$ cat src/rtl/nsr_pkg.sv
package nsr_pkg;
   // Command and address codes, signature length
   localparam logic [7:0] CMD_STATUS = 8'h70;
   localparam logic [7:0] CMD_SIGNATURE = 8'h90;
   localparam logic [7:0] ADDR_SIGNATURE = 8'h00;
   localparam int SIG_BYTES = 4;
   // Status byte fields
   localparam int ST_UNPROT = 7;
   localparam int ST_READY = 6;
   localparam int ST_IDLE = 5;
   localparam int ST_FAIL = 0;
   localparam logic [7:0] ST_RESERVED_MASK = 8'h1E;
   // Signature byte 3 fields
   localparam int B3_CHIPS_LO = 0;
   localparam int B3_LEVELS_LO = 2;
   localparam int B3_PAGES_LO = 4;
   // Signature byte 4 fields
   localparam int B4_PAGE_LO = 0;
   localparam int B4_SPARE = 2;
   localparam int B4_TACC_LO = 3;
   localparam int B4_BLOCK_LO = 4;
   localparam int B4_WIDTH = 6;
   localparam int B4_TACC_HI = 7;
   // Strobe timing
   localparam int CLK_PERIOD_NS = 10;
   localparam int STROBE_LOW_NS = 50;
   localparam int STROBE_HIGH_NS = 30;
   localparam int STROBE_LOW_CYC =
      (STROBE_LOW_NS + CLK_PERIOD_NS - 1) / CLK_PERIOD_NS;
   localparam int STROBE_HIGH_CYC =
      (STROBE_HIGH_NS + CLK_PERIOD_NS - 1) / CLK_PERIOD_NS;
   localparam int CNT_W = 4;
   localparam logic [CNT_W-1:0] CNT_ZERO = 4'h0;
   localparam logic [CNT_W-1:0] CNT_ONE = 4'h1;

   typedef enum {
      PH_IDLE,
      PH_LOW,
      PH_HIGH
   } nsr_phase_type;

   typedef enum {
      CY_CMD,
      CY_ADDR,
      CY_READ
   } nsr_cycle_type;
endpackage

$ cat src/rtl/nsr_host.sv
`timescale 1ns/1ps
// Notes on behaviour
// [RULE1] Device keeps an 8-bit status byte about the last program or erase.
// [RULE2] After status command, device drives status once chip and read enables fall.
// [RULE3] Status refreshes while polling; host need not re-toggle enables.
// [RULE4] Each device answers only under its own chip and read enable.
// [RULE5] Device stays in status mode until another command arrives.
// [RULE6] Bit 7 high means unprotected, low means protected.
// [RULE7] In cache read, bit 6 shows cache register ready.
// [RULE8] Otherwise bit 6 shows engine ready.
// [RULE9] Bit 5 shows engine idle; equals bit 6 outside cache read.
// [RULE10] Bit 0 high means program or erase failed.
// [RULE11] Bits 4 to 1 are reserved; host ignores them.
// [RULE12] Signature: command 90h, address 00h, then four read cycles.
// [RULE13] Byte 3 holds chip count, cell levels, simultaneous pages fields.
// [RULE14] Byte 4 holds page, spare, block size and bus width fields.
// [RULE15] Byte 4 bits 7 and 3 give minimum sequential access time.
// [RULE16] Write protect low blocks program and erase; hold low at power edges.
// [RULE17] Program failure reports only bits that failed to go from 1 to 0.
// [RULE18] On finish, bit 6 goes to 1 and ready/busy goes high.
// [RULE19] Device drives reserved status bits as zero.
module nsr_host #(
   parameter int POLL_GAP = 2
) (
   // Clock and reset
   input wire logic i_ref_clk,
   input wire logic i_reset,
   // User commands
   input wire logic i_status_req,
   input wire logic i_sig_req,
   input wire logic i_stop_poll,
   input wire logic i_wp_release,
   // User results
   output logic o_busy,
   output logic o_status_valid,
   output logic [7:0] o_status,
   output logic o_unprotected_flag,
   output logic o_engine_or_cache_ready_flag,
   output logic o_engine_idle_flag,
   output logic o_operation_fail_flag,
   output logic o_sig_valid,
   output logic [31:0] o_signature,
   output logic [1:0] o_chip_count_code,
   output logic [1:0] o_cell_level_code,
   output logic [1:0] o_page_prog_code,
   output logic [1:0] o_page_size_code,
   output logic o_spare_16,
   output logic [1:0] o_block_size_code,
   output logic o_bus_x16,
   output logic [1:0] o_access_time_code,
   output logic o_ready,
   // Device pins
   output logic o_chip_enable_n,
   output logic o_cmd_latch,
   output logic o_addr_latch,
   output logic o_write_enable_n,
   output logic o_read_enable_n,
   output logic o_write_protect_n,
   output logic [7:0] o_data_lines,
   output logic o_data_lines_oe_n,
   input wire logic [7:0] i_data_lines,
   input wire logic i_ready_busy_output
);
   if (POLL_GAP < 1 || POLL_GAP > 15) begin : g_gap_check
      $error("POLL_GAP must be 1 to 15");
   end

   typedef enum {
      IDLE,
      CMD,
      ADDR,
      SIG_RD,
      POLL_RD,
      POLL_GAP_W
   } nsr_state_type;

   // ***************
   // Pin synchronisers
   // ***************
   logic [7:0] data_s1, data_s2;
   logic rb_s1, rb_s2;
   always_ff @(posedge i_ref_clk) begin
      data_s1 <= i_data_lines;
      data_s2 <= data_s1;
      rb_s1 <= i_ready_busy_output;
      rb_s2 <= rb_s1;
   end

   // ***************
   // Bus sequencer
   // ***************
   nsr_state_type state, next_state;
   logic sig_mode, next_sig_mode;
   logic [1:0] byte_idx, next_byte_idx;
   logic [31:0] sig, next_sig;
   logic [7:0] status, next_status;
   logic status_valid, next_status_valid;
   logic sig_valid, next_sig_valid;
   logic [3:0] gap, next_gap;
   logic wp_n, next_wp_n;
   logic strb_start, strb_low, strb_sample, strb_done;

   nsr_strobe u_strobe (
      .i_ref_clk(i_ref_clk),
      .i_reset(i_reset),
      .i_start(strb_start),
      .o_low(strb_low),
      .o_sample(strb_sample),
      .o_done(strb_done)
   );

   // Sample two cycles late to cover the pin synchroniser
   logic samp_d1, samp_d2;
   always_ff @(posedge i_ref_clk) begin
      if (i_reset) begin
         samp_d1 <= 1'b0;
         samp_d2 <= 1'b0;
      end else begin
         samp_d1 <= strb_sample;
         samp_d2 <= samp_d1;
      end
   end

   always_comb begin
      next_state = state;
      next_sig_mode = sig_mode;
      next_byte_idx = byte_idx;
      next_sig = sig;
      next_status = status;
      next_status_valid = 1'b0;
      next_sig_valid = 1'b0;
      next_gap = gap;
      next_wp_n = wp_n | i_wp_release; // RULE16
      strb_start = 1'b0;
      unique case (state)
         IDLE: begin
            if (i_sig_req) begin
               next_sig_mode = 1'b1;
               next_state = CMD;
               strb_start = 1'b1;
            end else if (i_status_req) begin
               next_sig_mode = 1'b0;
               next_state = CMD;
               strb_start = 1'b1;
            end
         end
         CMD: begin
            if (strb_done) begin
               strb_start = 1'b1;
               next_byte_idx = 2'h0;
               next_state = sig_mode ? ADDR : POLL_RD; // RULE12
            end
         end
         ADDR: begin
            if (strb_done) begin
               strb_start = 1'b1;
               next_state = SIG_RD;
            end
         end
         SIG_RD: begin
            if (samp_d2) begin
               next_sig = {data_s2, sig[31:8]}; // RULE12
               if (byte_idx == 2'(nsr_pkg::SIG_BYTES - 1)) begin
                  next_sig_valid = 1'b1;
                  next_state = IDLE;
               end else begin
                  next_byte_idx = byte_idx + 2'h1;
                  strb_start = 1'b1;
               end
            end
         end
         POLL_RD: begin
            if (samp_d2) begin
               // Reserved bits masked off, whatever the device returns
               next_status = data_s2 & ~nsr_pkg::ST_RESERVED_MASK; // RULE11 RULE19
               next_status_valid = 1'b1;
               next_gap = 4'(POLL_GAP);
               next_state = POLL_GAP_W;
            end
         end
         POLL_GAP_W: begin
            // Device stays in status mode: no new command needed to re-read
            next_gap = gap - 4'h1;
            if (i_stop_poll) begin
               next_state = IDLE; // RULE5
            end else if (gap == 4'h1) begin
               strb_start = 1'b1;
               next_state = POLL_RD; // RULE3
            end
         end
      endcase
   end

   always_ff @(posedge i_ref_clk) begin
      if (i_reset) begin
         state <= IDLE;
         sig_mode <= 1'b0;
         byte_idx <= 2'h0;
         sig <= 32'h0;
         status <= 8'h00;
         status_valid <= 1'b0;
         sig_valid <= 1'b0;
         gap <= 4'h0;
         wp_n <= 1'b0;
      end else begin
         state <= next_state;
         sig_mode <= next_sig_mode;
         byte_idx <= next_byte_idx;
         sig <= next_sig;
         status <= next_status;
         status_valid <= next_status_valid;
         sig_valid <= next_sig_valid;
         gap <= next_gap;
         wp_n <= next_wp_n;
      end
   end

   // ***************
   // Registered pin and user outputs
   // ***************
   logic write_phase;
   always_comb begin
      write_phase = (state == CMD) || (state == ADDR);
   end

   always_ff @(posedge i_ref_clk) begin
      if (i_reset) begin
         o_chip_enable_n <= 1'b1;
         o_cmd_latch <= 1'b0;
         o_addr_latch <= 1'b0;
         o_write_enable_n <= 1'b1;
         o_read_enable_n <= 1'b1;
         o_data_lines <= 8'h00;
         o_data_lines_oe_n <= 1'b1;
         o_write_protect_n <= 1'b0;
         o_busy <= 1'b0;
         o_ready <= 1'b0;
      end else begin
         o_chip_enable_n <= (next_state == IDLE); // RULE4
         o_cmd_latch <= (state == CMD);
         o_addr_latch <= (state == ADDR);
         o_write_enable_n <= ~(write_phase && strb_low);
         o_read_enable_n <= ~(((state == SIG_RD) || (state == POLL_RD)) && strb_low); // RULE2
         o_data_lines <= (state == ADDR) ? nsr_pkg::ADDR_SIGNATURE :
                         (sig_mode ? nsr_pkg::CMD_SIGNATURE : nsr_pkg::CMD_STATUS);
         o_data_lines_oe_n <= ~write_phase;
         o_write_protect_n <= wp_n; // RULE16
         o_busy <= (next_state != IDLE);
         o_ready <= rb_s2; // RULE18
      end
   end

   always_ff @(posedge i_ref_clk) begin
      if (i_reset) begin
         o_status_valid <= 1'b0;
         o_status <= 8'h00;
         o_unprotected_flag <= 1'b0;
         o_engine_or_cache_ready_flag <= 1'b0;
         o_engine_idle_flag <= 1'b0;
         o_operation_fail_flag <= 1'b0;
         o_sig_valid <= 1'b0;
         o_signature <= 32'h0;
      end else begin
         o_status_valid <= status_valid;
         o_status <= status; // RULE1
         o_unprotected_flag <= status[nsr_pkg::ST_UNPROT]; // RULE6
         o_engine_or_cache_ready_flag <= status[nsr_pkg::ST_READY]; // RULE7 RULE8
         o_engine_idle_flag <= status[nsr_pkg::ST_IDLE]; // RULE9
         o_operation_fail_flag <= status[nsr_pkg::ST_FAIL]; // RULE10 RULE17
         o_sig_valid <= sig_valid;
         o_signature <= sig;
      end
   end

   // Field decode of the last signature, byte 1 in bits 7:0
   always_ff @(posedge i_ref_clk) begin
      if (i_reset) begin
         o_chip_count_code <= 2'h0;
         o_cell_level_code <= 2'h0;
         o_page_prog_code <= 2'h0;
         o_page_size_code <= 2'h0;
         o_spare_16 <= 1'b0;
         o_block_size_code <= 2'h0;
         o_bus_x16 <= 1'b0;
         o_access_time_code <= 2'h0;
      end else begin
         o_chip_count_code <= sig[16 + nsr_pkg::B3_CHIPS_LO +: 2]; // RULE13
         o_cell_level_code <= sig[16 + nsr_pkg::B3_LEVELS_LO +: 2]; // RULE13
         o_page_prog_code <= sig[16 + nsr_pkg::B3_PAGES_LO +: 2]; // RULE13
         o_page_size_code <= sig[24 + nsr_pkg::B4_PAGE_LO +: 2]; // RULE14
         o_spare_16 <= sig[24 + nsr_pkg::B4_SPARE]; // RULE14
         o_block_size_code <= sig[24 + nsr_pkg::B4_BLOCK_LO +: 2]; // RULE14
         o_bus_x16 <= sig[24 + nsr_pkg::B4_WIDTH]; // RULE14
         o_access_time_code <= {sig[24 + nsr_pkg::B4_TACC_HI],
                                sig[24 + nsr_pkg::B4_TACC_LO]}; // RULE15
      end
   end
endmodule

$ cat src/rtl/nsr_strobe.sv
`timescale 1ns/1ps
// One bus cycle: drive low for the low time, then high for the recovery time
module nsr_strobe (
   // Clock and reset
   input wire logic i_ref_clk,
   input wire logic i_reset,
   // Control
   input wire logic i_start,
   // Status
   output logic o_low,
   output logic o_sample,
   output logic o_done
);
   nsr_pkg::nsr_phase_type phase, next_phase;
   logic [nsr_pkg::CNT_W-1:0] cnt, next_cnt;
   // One start seen mid-cycle is kept so the next cycle follows back-to-back; a second one in the same cycle is lost
   logic pend, next_pend;

   always_comb begin
      next_phase = phase;
      next_cnt = cnt;
      next_pend = pend;
      o_sample = 1'b0;
      o_done = 1'b0;
      unique case (phase)
         nsr_pkg::PH_IDLE: begin
            next_pend = 1'b0;
            if (i_start) begin
               next_phase = nsr_pkg::PH_LOW;
               next_cnt = nsr_pkg::CNT_W'(nsr_pkg::STROBE_LOW_CYC);
            end
         end
         nsr_pkg::PH_LOW: begin
            next_cnt = cnt - nsr_pkg::CNT_ONE;
            if (i_start) begin
               next_pend = 1'b1;
            end
            if (cnt == nsr_pkg::CNT_ONE) begin
               o_sample = 1'b1;
               next_phase = nsr_pkg::PH_HIGH;
               next_cnt = nsr_pkg::CNT_W'(nsr_pkg::STROBE_HIGH_CYC);
            end
         end
         nsr_pkg::PH_HIGH: begin
            next_cnt = cnt - nsr_pkg::CNT_ONE;
            if (i_start) begin
               next_pend = 1'b1;
            end
            if (cnt == nsr_pkg::CNT_ONE) begin
               o_done = 1'b1;
               if (i_start || pend) begin
                  next_pend = 1'b0;
                  next_phase = nsr_pkg::PH_LOW;
                  next_cnt = nsr_pkg::CNT_W'(nsr_pkg::STROBE_LOW_CYC);
               end else begin
                  next_phase = nsr_pkg::PH_IDLE;
                  next_cnt = nsr_pkg::CNT_ZERO;
               end
            end
         end
      endcase
   end

   assign o_low = (phase == nsr_pkg::PH_LOW);

   always_ff @(posedge i_ref_clk) begin
      if (i_reset) begin
         phase <= nsr_pkg::PH_IDLE;
         cnt <= nsr_pkg::CNT_ZERO;
         pend <= 1'b0;
      end else begin
         phase <= next_phase;
         cnt <= next_cnt;
         pend <= next_pend;
      end
   end
endmodule

$ cat config.mk
export PLATFORM = sky130hd
export DESIGN_NAME = nsr_host
export DESIGN_NICKNAME = d
export VERILOG_FILES = /design/src/rtl/nsr_pkg.sv /design/src/rtl/nsr_host.sv /design/src/rtl/nsr_strobe.sv
export SDC_FILE = /design/constraint.sdc
export NUM_CORES = 1
export LEC_CHECK = 0
export BUFFER_PORTS_ARGS = -buffer_cell sky130_fd_sc_hd__buf_2
export CAP_MARGIN = 20
export CORE_ASPECT_RATIO = 1.1
export CORE_UTILIZATION = 40
export CTS_BUF_LIST = sky130_fd_sc_hd__clkbuf_4 sky130_fd_sc_hd__clkbuf_8
export DETAILED_ROUTE_END_ITERATION = 10
export PLACE_DENSITY = 0.7
export REMOVE_ABC_BUFFERS = 1
export SLEW_MARGIN = 5
export SYNTH_ARGS = -nofsm -noshare
export SYNTH_HDL_FRONTEND = slang
export SYNTH_HIERARCHICAL = 1
export SYNTH_SLANG_ARGS = --single-unit
$ cat constraint.sdc
create_clock -name i_ref_clk -period 8.8 [get_ports i_ref_clk]
set_input_delay 1.32 -clock i_ref_clk [delete_from_list [all_inputs] [get_ports i_ref_clk]]
set_output_delay 1.32 -clock i_ref_clk [all_outputs]
set_load 0.1 [all_outputs]
Word level (Yosys, flattened, before mapping)
Index checks and enable logic that the tools add are counted.
{"block": "totals", "regBits": 208, "input_bits": 15, "output_inout_bits": 77}
{"block": "op_classes", "n_mux": 46, "n_bitwise": 8, "n_reduce_logical": 23, "addsub": 3, "n_eq_ne": 22}
{"cell": "$mux 32", "count": 12}
{"cell": "$pmux 32 s6", "count": 1}
{"cell": "$eq 32x2->1 const B", "count": 5}
{"cell": "$eq 32x3->1 const B", "count": 4}
{"cell": "$logic_not 32->1", "count": 3}
{"cell": "$pmux 32 s3", "count": 1}
{"cell": "$eq 32x1->1 const B", "count": 2}
{"cell": "$eq 32x4->1 const B", "count": 1}
{"cell": "$reduce_bool 32->1", "count": 1}
{"cell": "$mux 1", "count": 17}
{"cell": "$mux 4", "count": 4}
{"cell": "$pmux 4 s3", "count": 1}
{"cell": "$eq 4x1->1 const B", "count": 2}
{"cell": "$mux 8", "count": 1}
{"cell": "$ne 2x2->1 const B", "count": 4}
{"cell": "$pmux 4 s2", "count": 1}
{"cell": "$reduce_and 2->1", "count": 4}
{"cell": "$reduce_or 2->1", "count": 4}
{"cell": "$sub 4x1->4 const B", "count": 2}
{"cell": "$not 1->1", "count": 7}
{"cell": "$mux 2", "count": 3}
{"cell": "$mux 3", "count": 2}
{"cell": "$ne 2x1->1 const B", "count": 3}
{"cell": "$reduce_bool 2->1", "count": 3}
{"cell": "other kinds (11)", "count": 14}

Logic depth before layout (Yosys ltp)
Gate-level depths: netlist of the first run.
{"block": "logic_depth", "word_depth": 9, "depth_mapped": 14}

Cells and area by module
The synthesis of the first run kept the hierarchy.
{"module": "nsr_host", "area_per_inst_um2": 4926.0, "n_inst": 1, "seq_area_each_um2": 2962.8, "cells_per_inst": 494}
{"module": "nsr_strobe", "area_per_inst_um2": 457.9, "n_inst": 1, "seq_area_each_um2": 140.1, "cells_per_inst": 54}

Worst setup path after synthesis of the first run
No wires, ideal clock.
{"block": "synth_path", "path_kind": "input port to flip-flop", "start": "input i_sig_req", "end": "register u_strobe/cnt[3] (netlist name)", "setup_slack_ns": 6.012, "t_arrival_ns": 2.718, "stages": 10, "setup_ns": 0.070, "path_cell_list": "nor2_1 nor2_1 a21oi_1 o21ai_0 nand2_1 o211ai_1 nand2b_1 nand2_1 or4_1 a21oi_1"}
{"block": "synth_via", "elab_chain_cells": 3}
{"item": "start, declared", "line_no": "nsr_host.sv:30", "rtl": "input wire logic i_sig_req,"}
{"item": "$mux 1", "line_no": "nsr_host.sv:137", "rtl": "if (i_sig_req) begin"}
{"item": "$pmux 1 s4", "line_no": "nsr_host.sv:135", "rtl": "unique case (state)"}
{"item": "via strb_start", "line_no": "nsr_host.sv:101", "rtl": "logic strb_start, strb_low, strb_sample, strb_done;"}
{"item": "$ne 2x1->1 (no line)"}
{"item": "end signal, assigned", "line_no": "nsr_strobe.sv:69", "rtl": "cnt <= nsr_pkg::CNT_ZERO;"}
{"item": "end signal, assigned", "line_no": "nsr_strobe.sv:73", "rtl": "cnt <= next_cnt;"}
{"item": "end, declared", "line_no": "nsr_strobe.sv:15", "rtl": "logic [nsr_pkg::CNT_W-1:0] cnt, next_cnt;"}
The timed path passes the listed nets, and every way through them passes these cells.
A chain may end at the register's enable or synchronous reset.

Worst setup path after layout of the first run
{"block": "layout_path", "start": "register state[15]", "end": "register u_strobe/cnt[3] (netlist name)"}
{"block": "layout_via", "elab_chain_cells": 4}
{"item": "start, declared", "line_no": "nsr_host.sv:92", "rtl": "nsr_state_type state, next_state;"}
{"item": "start signal, assigned", "line_no": "nsr_host.sv:206", "rtl": "state <= next_state;"}
{"item": "$eq 32x2->1 / $eq 32x1->1 (equally long branches)", "line_no": "nsr_host.sv:135"}
{"item": "$reduce_or 2->1 (no line)"}
{"item": "$pmux 1 s4 *", "line_no": "nsr_host.sv:135"}
{"item": "via strb_start", "line_no": "nsr_host.sv:101"}
{"item": "$ne 2x1->1 (no line) *"}
Mark *: on every way through the listed nets, which the timed path passes. The rest lies on a longest branch.

==> reports/results.tsv, run 1 <==
stage	metric	value	unit
run_status	status	complete, no violations	
timing	Rel. slew slack	0.401	
routing	detailed router's first-iteration violation count	215	
clock_tree	Num CTS Buffers	17	
clock_tree	hold buffer count at cts	0	
power_and_ir_drop	PwrDens	234	nW/um^2
min_path	Min-Delay Path Class	reg2reg	
placement	port buffer count	83	
synthesis	Synth area leader	dfxtp_1	
synthesis	mux contribution to synthesized area	0.00930	
clock_tree	number of cells upsized or downsized after cts	0	
synthesis	Post-Synth Adder-Cell Area	0.0186	
worst_setup_path	Critical Path AT	4290	ps
routing	WL/cell	11.9	um
synthesis	Synth Flop Type	dfxtp_1	
floorplan	Core Box Area	13200	um^2
synthesis	FF+latch count, synth	155	
global_routing	M1 GR Usage	0.161	
routing	post-DR vias/cell	4.75	
final_layout	# nets final	628	
global_routing	largest net degree at the start of global routing	94	
timing	crit share post-route	0.446	
clock_tree	Post-CTS Setup Inserts	0	
global_routing	gr busiest metal	met2	
worst_setup_path	startpoint types	flop	
power_and_ir_drop	combinational share of power	0.120	
routing	via count	3701	
clock_tree	TritonCTS Sinks	155	
worst_setup_path	Crit Path Category	reg2reg	
clock_tree	Reg clk slew, reported paths	80	ps
placement	final RePlAce weighted congestion	0.854	
power_and_ir_drop	Lkg Pwr	0.00256	uW
global_routing	initial antenna violation count	0	
synthesis	Yosys top cell area share	0.576	
power_and_ir_drop	clock power share	0.368	
final_layout	non-filler cells, final	779	
synthesis	FFs w/ async S/R, synth	0	
synthesis	compound-gate portion of the synthesized area	0.0851	
synthesis	Area contributors post-synth	dfxtp_1 (58%), nand2_1 (5.3%), nor2b_1 (5.2%)	
routing	Post-Route WL	9250	um
synthesis	Cell variety after synth	52	
global_routing	number of global-route vias before repair	3219	
routing	Antenna Nets Post-Route	0	
worst_setup_path	CP Data Required Time	9160	ps
floorplan	FP Rows	44	
power_and_ir_drop	worst vdd ir	0.0000687	V
synthesis	synthesized area per cell	9.82	um^2
timing	RSZ-0062 raised after global routing	no	
clock_tree	Clk Latency, worst-skew pair	440	ps
global_routing	met3 usage	0.0336	
timing	final hold violation count	0	
global_routing	Tot GR Track Use	0.136	
power_and_ir_drop	Switching Share	0.276	
floorplan	Die ar.	13900	um^2
floorplan	# IOs	92	
worst_setup_path	Worst setup EP type	flop	
synthesis	Post-synth EDFFs	0	
synthesis	post-synthesis cell area	5380	um^2
clock_tree	H-tree depth	4	
global_routing	grt ovf	0	
timing	Slew @ Worst Pin	896	ps
final_layout	share of cells above drive strength 1	0.210	
timing	fin crit period	3930	ps
power_and_ir_drop	part of the power in registers	0.512	
synthesis	Gate Count Post-Synth	548	
timing	FMAX	0.255	GHz
worst_setup_path	Max FO, Critical Path	34	
synthesis	Synth Area in XOR/XNOR	0.00488	
power_and_ir_drop	Psw	397	uW
final_layout	fillers	1199	
synthesis	Ys Warns	6	
floorplan	Initial Utilization	0.409	
clock_tree	TritonCTS clock tree	built	
placement	Placed Cells incl. Taps	746	
clock_tree	CTS max path bufs	2	
routing	Pre-Repair DR Iteration Count	4	
global_routing	global-route wire length before repair	14800	um
routing	Residual DRC	0	
timing	Max Slew Vio Count	0	
timing	Setup Viol. Count Final	0	
global_routing	global-route met2 utilization	0.224	
final_layout	Layout area overhead	13.8	%
floorplan	die width	113	um
power_and_ir_drop	P_int	1040	uW
floorplan	Die H	124	um
synthesis	simple-gate share of the synthesized area	0.234	
synthesis	post-synthesis sequential area ratio	0.576	
final_layout	# diodes	0	
placement	DP HPWL	6110	um
clock_tree	clock root cell	clkbuf_8	
synthesis	largest family of logic cells by synthesized area	simple AND/OR/NAND/NOR gates	
flow_run	max-cap check violation count	0	
timing	Clock Skews	12.2	ps
timing	final setup TNS	0	ps
area by class of cell:
cell class	count	area, um^2	area share
inverters	12	45.0	0.00735
multi-input cells	334	1920	0.314
clock buffers	20	263	0.0429
repair buffers	85	450	0.0735
well taps	161	201	0.0329
flip-flops and latches	155	3100	0.506
clock inverters	12	140	0.0229
flip-flops by register name, summed over array words and instances, names as in the netlist, 3 cells and up:
| name | flops |
|---|---|
| data_s1 | 8 |
| data_s2 | 8 |
| gap | 4 |
| o_data_lines | 3 |
| o_signature | 32 |
| o_status | 3 |
| sig | 32 |
| state | 32 |
| status | 4 |
| u_strobe/cnt | 4 |
through the flow:
stage	hold slack, ps	total power [uW]	area [um^2]	worst slack [ps]	utilization
after CTS	325	1450	6100	4840	0.464
final	323	1440	6130	4870	0.466
after floorplan	310	883	5070	5690	-
after global routing	340	1500	6130	4440	0.466
after detailed placement	312	923	5700	4850	0.433
after global placement	312	916	5700	5130	0.433
metal layers:
metal	vias up	routed length [um]
li1	1897	-
met1	1673	4080
met2	108	4530
met3	23	421
met4	0	210
met5	-	0
critical path: stages (launching register included):
cell and delay [ps]:
dfxtp_1 310, nor4_1 360, nand4_2 280, nor3_4 440, nand4_2 750, o211ai_1 600
nand2b_1 300, nand2_1 130, or4_1 510, a21oi_1 160
cell usage after synthesis (2+ instances only):
cell / number
nand4b_1: 2
a21oi_1: 45
a31oi_1: 3
mux2i_1: 5
nor2b_1: 45
inv_1: 12
nor2_1: 20
nand2b_1: 5
o21a_1: 2
nor3_1: 10
nand2_1: 76
o211ai_1: 3
nand3b_1: 3
a211oi_1: 2
dfxtp_1: 155
buf_6: 4
nor3b_1: 4
and2_1: 36
nand3_1: 2
clkbuf_1: 20
ha_1: 8
nor4_1: 12
a311oi_1: 2
nand4_2: 2
a211o_1: 2
o21ai_0: 8
and3_1: 3
buf_2: 2
xor2_1: 2
o22ai_1: 3
nand4_1: 2
buf_4: 28
logic make-up after synthesis:
logic type,count (synthesis)
mux,5
flops,155
xor+xnor,3
simple gates,233
compound gates,77
other cells,1
buf+inv,66
fa+ha+maj,8
cell usage in the layout (no fill, tap or decap), types with 3 or more instances in the layout:
cell      netlist  layout
and2_1         36      36
ha_1            8       8
a31oi_1         3       3
nand2b_1        5       5
nand2_1        76      76
nor3b_1         4       4
nor4_1         12      12
buf_2           2      82
nand3b_1        3       3
and3_1          3       3
o22ai_1         3       3
nor2b_1        45      45
a21oi_1        45      45
mux2i_1         5       5
o21ai_0         8       8
clkinv_4        0       3
conb_1          1       8
o211ai_1        3       3
nor2_1         20      19
clkbuf_8        0      18
nor3_1         10      10
dfxtp_1       155     155
inv_1          12      12
power groups by stage:
stage | Clock [uW] | Combinational [uW] | Sequential (uW)
after floorplan | 0 | 102 | 781
after global placement | 0 | 165 | 752
after detailed placement | 0 | 171 | 752
after CTS | 544 | 171 | 736
after global routing | 577 | 188 | 739
final | 529 | 172 | 736
path summary, 6_finish.rpt:
check / from / end / slack (ps) / depth (start not counted)
setup reg to reg: state[15]$_SDFF_PP0_ / u_strobe/cnt[3]$_SDFFE_PP0P_ / 4870 / 9
hold reg to reg: data_s1[7]$_DFF_P_ / data_s2[7]$_DFF_P_ / 320 / 0
setup / recovery: state[15]$_SDFF_PP0_ / u_strobe/cnt[3]$_SDFFE_PP0P_ / 4870 / 9
hold / removal: data_s1[7]$_DFF_P_ / data_s2[7]$_DFF_P_ / 320 / 0
No activity file was read; power rests on OpenSTA's default activity.
==> run 2: changes to the inputs <==
--- a/config.mk
+++ b/config.mk
@@ -11,7 +11,7 @@
 export CORE_UTILIZATION = 40
 export CTS_BUF_LIST = sky130_fd_sc_hd__clkbuf_4 sky130_fd_sc_hd__clkbuf_8
 export DETAILED_ROUTE_END_ITERATION = 10
-export PLACE_DENSITY = 0.7
+export PLACE_DENSITY = 0.72
 export REMOVE_ABC_BUFFERS = 1
 export SLEW_MARGIN = 5
 export SYNTH_ARGS = -nofsm -noshare
==> constraint.sdc (replaced) <==
create_clock -name i_ref_clk -period 3.55 [get_ports i_ref_clk]
set_input_delay 0.5325 -clock i_ref_clk [delete_from_list [all_inputs] [get_ports i_ref_clk]]
set_output_delay 0.5325 -clock i_ref_clk [all_outputs]
set_load 0.1 [all_outputs]
==> run 2 against run 1 <==
Final area increased by 0.41%. Global-route usage shrank 0.063 points. Combinational power grew to 2.5 times the previous value. Clock skew is 0.95 ps higher. Largest cell class unchanged. First-iteration DRC count down 20%. Non-clock buffer count increased by 3. Cell count is 0.39% higher. Worst hold slack worse by 140 ps. Critical path depth is the same. Sequential power rose by 150%. Register-to-register slack worse by 4300 ps. Critical endpoint unchanged.
==> reports/results.tsv, run 2 (synthesis results as in run 1) <==
stage	metric	value	unit	change
run_status	status	complete, no violations		
routing	Post-Route WL	9190	um	-0.59%
routing	detailed router's first-iteration violation count	173		-20%
floorplan	Die ar.	13900	um^2	unchanged
clock_tree	Num CTS Buffers	17		unchanged
floorplan	FP Rows	44		unchanged
power_and_ir_drop	Switching Share	0.276		-0.000478
floorplan	Core Box Area	13200	um^2	unchanged
final_layout	most frequent cells in the layout	dfxtp_1 (155), buf_2 (82), nand2_1 (76), nor2b_1 (45), a21oi_1 (45)		
final_layout	fillers	1212		+1.1%
floorplan	die width	113	um	unchanged
timing	fin crit period	2970	ps	-954 ps
timing	RSZ-0062 raised after global routing	no		
power_and_ir_drop	Lkg Pwr	0.00258	uW	+0.85%
global_routing	largest net degree at the start of global routing	79		-16%
power_and_ir_drop	PwrDens	591	nW/um^2	+150%
timing	final hold violation count	0		unchanged
min_path	hold_sp	i_data_lines[1]		
timing	crit share post-route	0.837		+0.391
worst_setup_path	critical path's slowest cell	or4_1		
worst_setup_path	CP Data Required Time	3920	ps	-5240 ps
min_path	hold endpoint	data_s1[1]$_DFF_P_		
power_and_ir_drop	worst vdd ir	0.000217	V	+220%
worst_setup_path	Critical Path AT	3350	ps	-940 ps
placement	port buffer count	83		unchanged
clock_tree	Post-CTS Setup Inserts	0		unchanged
clock_tree	Clk Latency, worst-skew pair	440	ps	about the same
timing	FMAX	0.337	GHz	+32%
flow_run	max-cap check violation count	0		unchanged
routing	WL/cell	11.8	um	-0.98%
routing	via count	3682		-0.51%
power_and_ir_drop	part of the power in registers	0.502		-0.010
timing	Rel. slew slack	0.504		+0.103
worst_setup_path	RR Startpoint	state[4]$_SDFF_PP0_		
power_and_ir_drop	Psw	1000	uW	+150%
clock_tree	TritonCTS Sinks	155		unchanged
worst_setup_path	Max FO, Critical Path	9		-74%
global_routing	Tot GR Track Use	0.136		-0.000625
worst_setup_path	Critical Path Max Stage Delay	490	ps	-260 ps
final_layout	# diodes	0		unchanged
timing	Max Slew Vio Count	0		unchanged
floorplan	Die H	124	um	unchanged
clock_tree	CTS max path bufs	2		unchanged
floorplan	Initial Utilization	0.409		unchanged
final_layout	Layout area overhead	14.3	%	
timing	final setup TNS	0	ps	unchanged
worst_setup_path	startpoint types	flop		
worst_setup_path	crit-path most repeated cell	nand4_2		
final_layout	commonest non-fill, non-tap cell in the layout	dfxtp_1		
power_and_ir_drop	clock power share	0.379		+0.011
worst_setup_path	reg-to-reg setup timing slack	580	ps	-4300 ps
global_routing	number of global-route vias before repair	3337		+3.7%
final_layout	share of cells above drive strength 1	0.213		+0.00220
timing	post-route setup slack	578	ps	-4300 ps
worst_setup_path	Worst Reg-to-Reg Cells	9		unchanged
global_routing	global-route wire length before repair	14800	um	-0.60%
worst_setup_path	r2r endpoint	u_strobe/cnt[3]$_SDFFE_PP0P_		
worst_setup_path	CP Depth	9		unchanged
clock_tree	H-tree depth	4		unchanged
placement	pre-CTS setup slack	592	ps	-4260 ps
power_and_ir_drop	P_int	2630	uW	+150%
global_routing	grt ovf	0		unchanged
power_and_ir_drop	combinational share of power	0.119		about the same
routing	Antenna Nets Post-Route	0		unchanged
timing	hold_ws	187	ps	-136 ps
clock_tree	Reg clk slew, reported paths	80	ps	about the same
placement	DP HPWL	6180	um	+1.2%
min_path	WHS Path Cells	1		+1
worst_setup_path	Crit. Startpoint	state[4]$_SDFF_PP0_		
routing	post-DR vias/cell	4.71		-0.90%
timing	Slew @ Worst Pin	744	ps	-153 ps
floorplan	# IOs	92		unchanged
clock_tree	hold buffer count at cts	0		unchanged
clock_tree	TritonCTS clock tree	built		
min_path	Min-Delay Path Class	in2reg		
placement	final RePlAce weighted congestion	0.868		+1.6%
worst_setup_path	CP bufs+invs	0		unchanged
final_layout	Top Registers	o_signature: 32 flops, sig: 32 flops, state: 32 flops		
worst_setup_path	delay-heaviest family, CP	simple AND/OR/NAND/NOR gates		
worst_setup_path	CP Cell Sequence	nor4_1 -> nand4_2 -> nor3_4 -> nand4_2 -> o211ai_1 -> nand2b_1 -> nand2_1 -> or4_1 -> a21oi_1		
routing	Residual DRC	0		unchanged
clock_tree	number of cells upsized or downsized after cts	0		unchanged
routing	Pre-Repair DR Iteration Count	4		unchanged
timing	Clock Skews	13.1	ps	+0.947 ps
global_routing	initial antenna violation count	0		unchanged
worst_setup_path	Crit Path Category	reg2reg		
final_layout	# nets final	631		+0.48%
worst_setup_path	Worst setup EP type	flop		
clock_tree	clock root cell	clkbuf_8		
timing	Setup Viol. Count Final	0		unchanged
## run 2: area by class of cell
cell class,instances,area (um^2),area share
clock buffers,18,241,0.0393
clock inverters,14,184,0.0299
inverters,12,45.0,0.00732
multi-input cells,334,1920,0.312
flip-flops and latches,155,3100,0.504
well taps,161,201,0.0327
repair buffers,88,455,0.0740
## run 2: worst register-to-register path: stages, from the launching register on
cell and delay [ps]:
dfxtp_1 320, nor4_1 400, nand4_2 280, nor3_4 420
nand4_2 150, o211ai_1 300, nand2b_1 300, nand2_1 130
or4_1 490, a21oi_1 130
## run 2: worst max-delay path by stage
| stage | slack, ps | endpoint |
|---|---|---|
| 6_report | 580 | u_strobe/cnt[3]$_SDFFE_PP0P_ |
| 5_1_grt | 350 | u_strobe/cnt[3]$_SDFFE_PP0P_ |
| 4_1_cts | 600 | u_strobe/cnt[3]$_SDFFE_PP0P_ |
| 3_5_place_dp | 590 | u_strobe/cnt[3]$_SDFFE_PP0P_ |
| 3_3_place_gp | 770 | u_strobe/cnt[3]$_SDFFE_PP0P_ |
| 2_1_floorplan | 440 | u_strobe/cnt[3]$_SDFFE_PP0P_ |
## run 2: layer usage
| metal | track usage | routed length [um] |
|---|---|---|
| met5 | 0 | 0 |
| met4 | 0.0775 | 95 |
| met3 | 0.0433 | 448 |
| met2 | 0.227 | 4530 |
| met1 | 0.154 | 4120 |
## run 2: power groups by stage
stage	Clock [uW]	Combinational (uW)	Sequential, uW
2_1_floorplan	0	252	1940
3_3_place_gp	0	409	1860
3_5_place_dp	0	429	1860
4_1_cts	1420	429	1820
5_1_grt	1490	471	1830
6_report	1380	433	1820
## run 2: metrics by stage
step / instances / power (uW) / util / area (um^2)
floorplan: 501 / 2190 / - / 5070
global placement: 750 / 2270 / 0.435 / 5730
detailed placement: 750 / 2290 / 0.435 / 5730
CTS: 782 / 3680 / 0.468 / 6150
global route: 782 / 3790 / 0.468 / 6150
finish: 782 / 3640 / 0.468 / 6150
==> run 3: changes to the inputs <==
==> constraint.sdc (replaced) <==
create_clock -name i_ref_clk -period 2.4 [get_ports i_ref_clk]
set_input_delay 0.36 -clock i_ref_clk [delete_from_list [all_inputs] [get_ports i_ref_clk]]
set_output_delay 0.36 -clock i_ref_clk [all_outputs]
set_load 0.1 [all_outputs]
==> run 3 against run 2 <==
Clock-buffer cell count decreased by 1. First-iteration DRC count increased by 19%. Non-clock buffer count increased by 22. Flip-flop and latch count unchanged. Cell count increased by 2.8%. Largest power group unchanged.
==> reports/results.tsv, run 3 (synthesis results as in run 1) <==
stage	metric	value	unit	change
timing	hold_ws	150	ps	-36.7 ps
timing	Clock Skews	11.2	ps	-1.94 ps
final_layout	commonest non-fill, non-tap cell in the layout	dfxtp_1		
worst_setup_path	reg-to-reg setup timing slack	150	ps	-430 ps
min_path	hold_sp	i_wp_release		
min_path	WHS Path Cells	3		+2
timing	Max Slew Vio Count	0		unchanged
global_routing	grt ovf	0		unchanged
floorplan	Core Box Area	13200	um^2	unchanged
routing	Residual DRC	0		unchanged
global_routing	number of global-route vias before repair	3374		+1.1%
worst_setup_path	Worst Reg-to-Reg Cells	14		+5
clock_tree	Clk Latency, worst-skew pair	430	ps	about the same
routing	detailed router's first-iteration violation count	206		+19%
clock_tree	CTS max path bufs	2		unchanged
final_layout	fillers	1178		-2.8%
worst_setup_path	CP Data Required Time	2780	ps	-1140 ps
floorplan	FP Rows	44		unchanged
final_layout	non-filler cells, final	804		+2.8%
clock_tree	TritonCTS clock tree	built		
worst_setup_path	Critical Path AT	2630	ps	-720 ps
floorplan	Die H	124	um	unchanged
clock_tree	Reg clk slew, reported paths	90	ps	about the same
placement	Placed Cells incl. Taps	762		+1.6%
flow_run	max-cap check violation count	0		unchanged
power_and_ir_drop	worst vdd ir	0.000291	V	+34%
final_layout	share of cells above drive strength 1	0.249		+0.0363
worst_setup_path	Crit Path Category	reg2reg		
timing	final hold violation count	0		unchanged
routing	WL/cell	12.3	um	+4.3%
global_routing	Tot GR Track Use	0.139		+0.00346
timing	crit share post-route	0.938		+0.101
routing	post-DR vias/cell	4.75		+0.83%
min_path	hold endpoint	wp_n$_SDFF_PP0_		
worst_setup_path	Worst setup EP type	flop		
final_layout	most frequent cells in the layout	dfxtp_1 (152), buf_2 (82), nand2_1 (76), nor2b_1 (45), a21oi_1 (44)		
floorplan	Die ar.	13900	um^2	unchanged
run_status	status	complete, no violations		
floorplan	die width	113	um	unchanged
placement	final RePlAce weighted congestion	0.848		-2.3%
global_routing	initial antenna violation count	0		unchanged
timing	Setup Viol. Count Final	0		unchanged
clock_tree	TritonCTS Sinks	155		unchanged
clock_tree	Num CTS Buffers	17		unchanged
power_and_ir_drop	PwrDens	843	nW/um^2	+43%
final_layout	# diodes	0		unchanged
power_and_ir_drop	Total Power	5440	uW	+50%
worst_setup_path	RR Startpoint	u_strobe/cnt[1]$_SDFFE_PP0P_		
worst_setup_path	r2r endpoint	u_strobe/cnt[1]$_SDFFE_PP0P_		
routing	Antenna Nets Post-Route	0		unchanged
global_routing	largest net degree at the start of global routing	91		+15%
final_layout	multi-input logic area	2020	um^2	+5.2%
routing	via count	3817		+3.7%
placement	port buffer count	83		unchanged
final_layout	Top Registers	o_signature: 32 flops, sig: 32 flops, state: 32 flops		
floorplan	Initial Utilization	0.409		unchanged
placement	DP HPWL	6390	um	+3.4%
global_routing	global-route wire length before repair	15400	um	+4.3%
clock_tree	clock root cell	clkbuf_8		
worst_setup_path	startpoint types	flop		
timing	fin crit period	2250	ps	-720 ps
timing	FMAX	0.444	GHz	+32%
power_and_ir_drop	Lkg Pwr	0.00274	uW	+6.3%
min_path	Min-Delay Path Class	in2reg		
clock_tree	H-tree depth	4		unchanged
routing	Pre-Repair DR Iteration Count	4		unchanged
final_layout	Reg area	3110	um^2	+0.12%
floorplan	# IOs	92		unchanged
routing	Post-Route WL	9860	um	+7.2%
worst_setup_path	Max FO, Critical Path	3		-6
final_layout	# nets final	653		+3.5%
final_layout	Layout area overhead	19.9	%	
[run 3: cell types whose count changed in the layout (fill, tap and decap cells not counted), moves of 2 or more]
cell | before | now
nor4_4 | 0 | 4
nor4_2 | 0 | 3
dfxtp_1 | 155 | 152
dlygate4sd3_1 | 0 | 9
o21ai_0 | 8 | 6
inv_8 | 1 | 4
o21ai_1 | 0 | 2
buf_12 | 0 | 2
nor4_1 | 12 | 5
dfxtp_2 | 0 | 3
buf_4 | 6 | 17
clkinv_4 | 3 | 1
[run 3: critical path, cell delays in order, from the launching register on]
cell	delay (ps)
dfxtp_1	330
inv_1	80
ha_1	170
nand2b_1	110
nor2_2	160
and2_4	170
a21oi_1	70
o21ai_1	130
nand2_1	60
o211ai_1	100
nand2b_4	170
nand2_1	60
buf_4	150
a211o_2	310
a21oi_2	120
[run 3: repair_timing]
action	in CTS	in global routing
hold buffers	8	1
setup buffers	0	1
pin swaps	0	10
resized for setup	1	20
endpoints found under the hold margin	8	1
endpoints found under the setup margin	1	6
[run 3: layout make-up]
cell class | count | share of cell area
multi-input cells | 334 | 0.313
well taps | 161 | 0.0312
clock inverters | 15 | 0.0275
inverters | 12 | 0.00698
repair buffers | 110 | 0.104
clock buffers | 17 | 0.0362
flip-flops and latches | 155 | 0.481
[run 3: through the flow]
step,cell area [um^2],setup TNS [ps],setup slack [ps],utilization
2_1_floorplan,5070,-2870,-712,-
3_3_place_gp,5840,0,63.2,0.444
3_5_place_dp,5840,0,9.90,0.444
4_1_cts,6340,0,12.6,0.482
5_1_grt,6450,-21.0,-21.0,0.491
6_report,6450,0,149,0.491
[run 3: per-layer routing]
metal	share of wire	GRT usage	vias to the layer above	wire (um)
li1	-	-	1947	-
met5	0	0	-	0
met2	0.50	0.232	86	4950
met1	0.45	0.169	1776	4420
met4	0.012	0.0708	0	116
met3	0.037	0.0336	8	368
[run 3: worst max-delay path by stage]
stage                                             from                           end  cells past startpoint
after floorplan                   state[15]$_SDFF_PP0_  u_strobe/cnt[3]$_SDFFE_PP0P_                      9
after global placement            state[15]$_SDFF_PP0_  u_strobe/cnt[3]$_SDFFE_PP0P_                      9
after detailed placement           state[7]$_SDFF_PP0_  u_strobe/cnt[3]$_SDFFE_PP0P_                      9
after CTS                         state[21]$_SDFF_PP0_  u_strobe/cnt[3]$_SDFFE_PP0P_                      9
after global routing      u_strobe/cnt[1]$_SDFFE_PP0P_  u_strobe/cnt[1]$_SDFFE_PP0P_                     14
final                     u_strobe/cnt[1]$_SDFFE_PP0P_  u_strobe/cnt[1]$_SDFFE_PP0P_                     14
[run 3: report_power, final]
group	internal (uW)	switching, uW	total [uW]
registers	2640	51.5	2690
clock network	968	1030	2000
logic	249	500	749
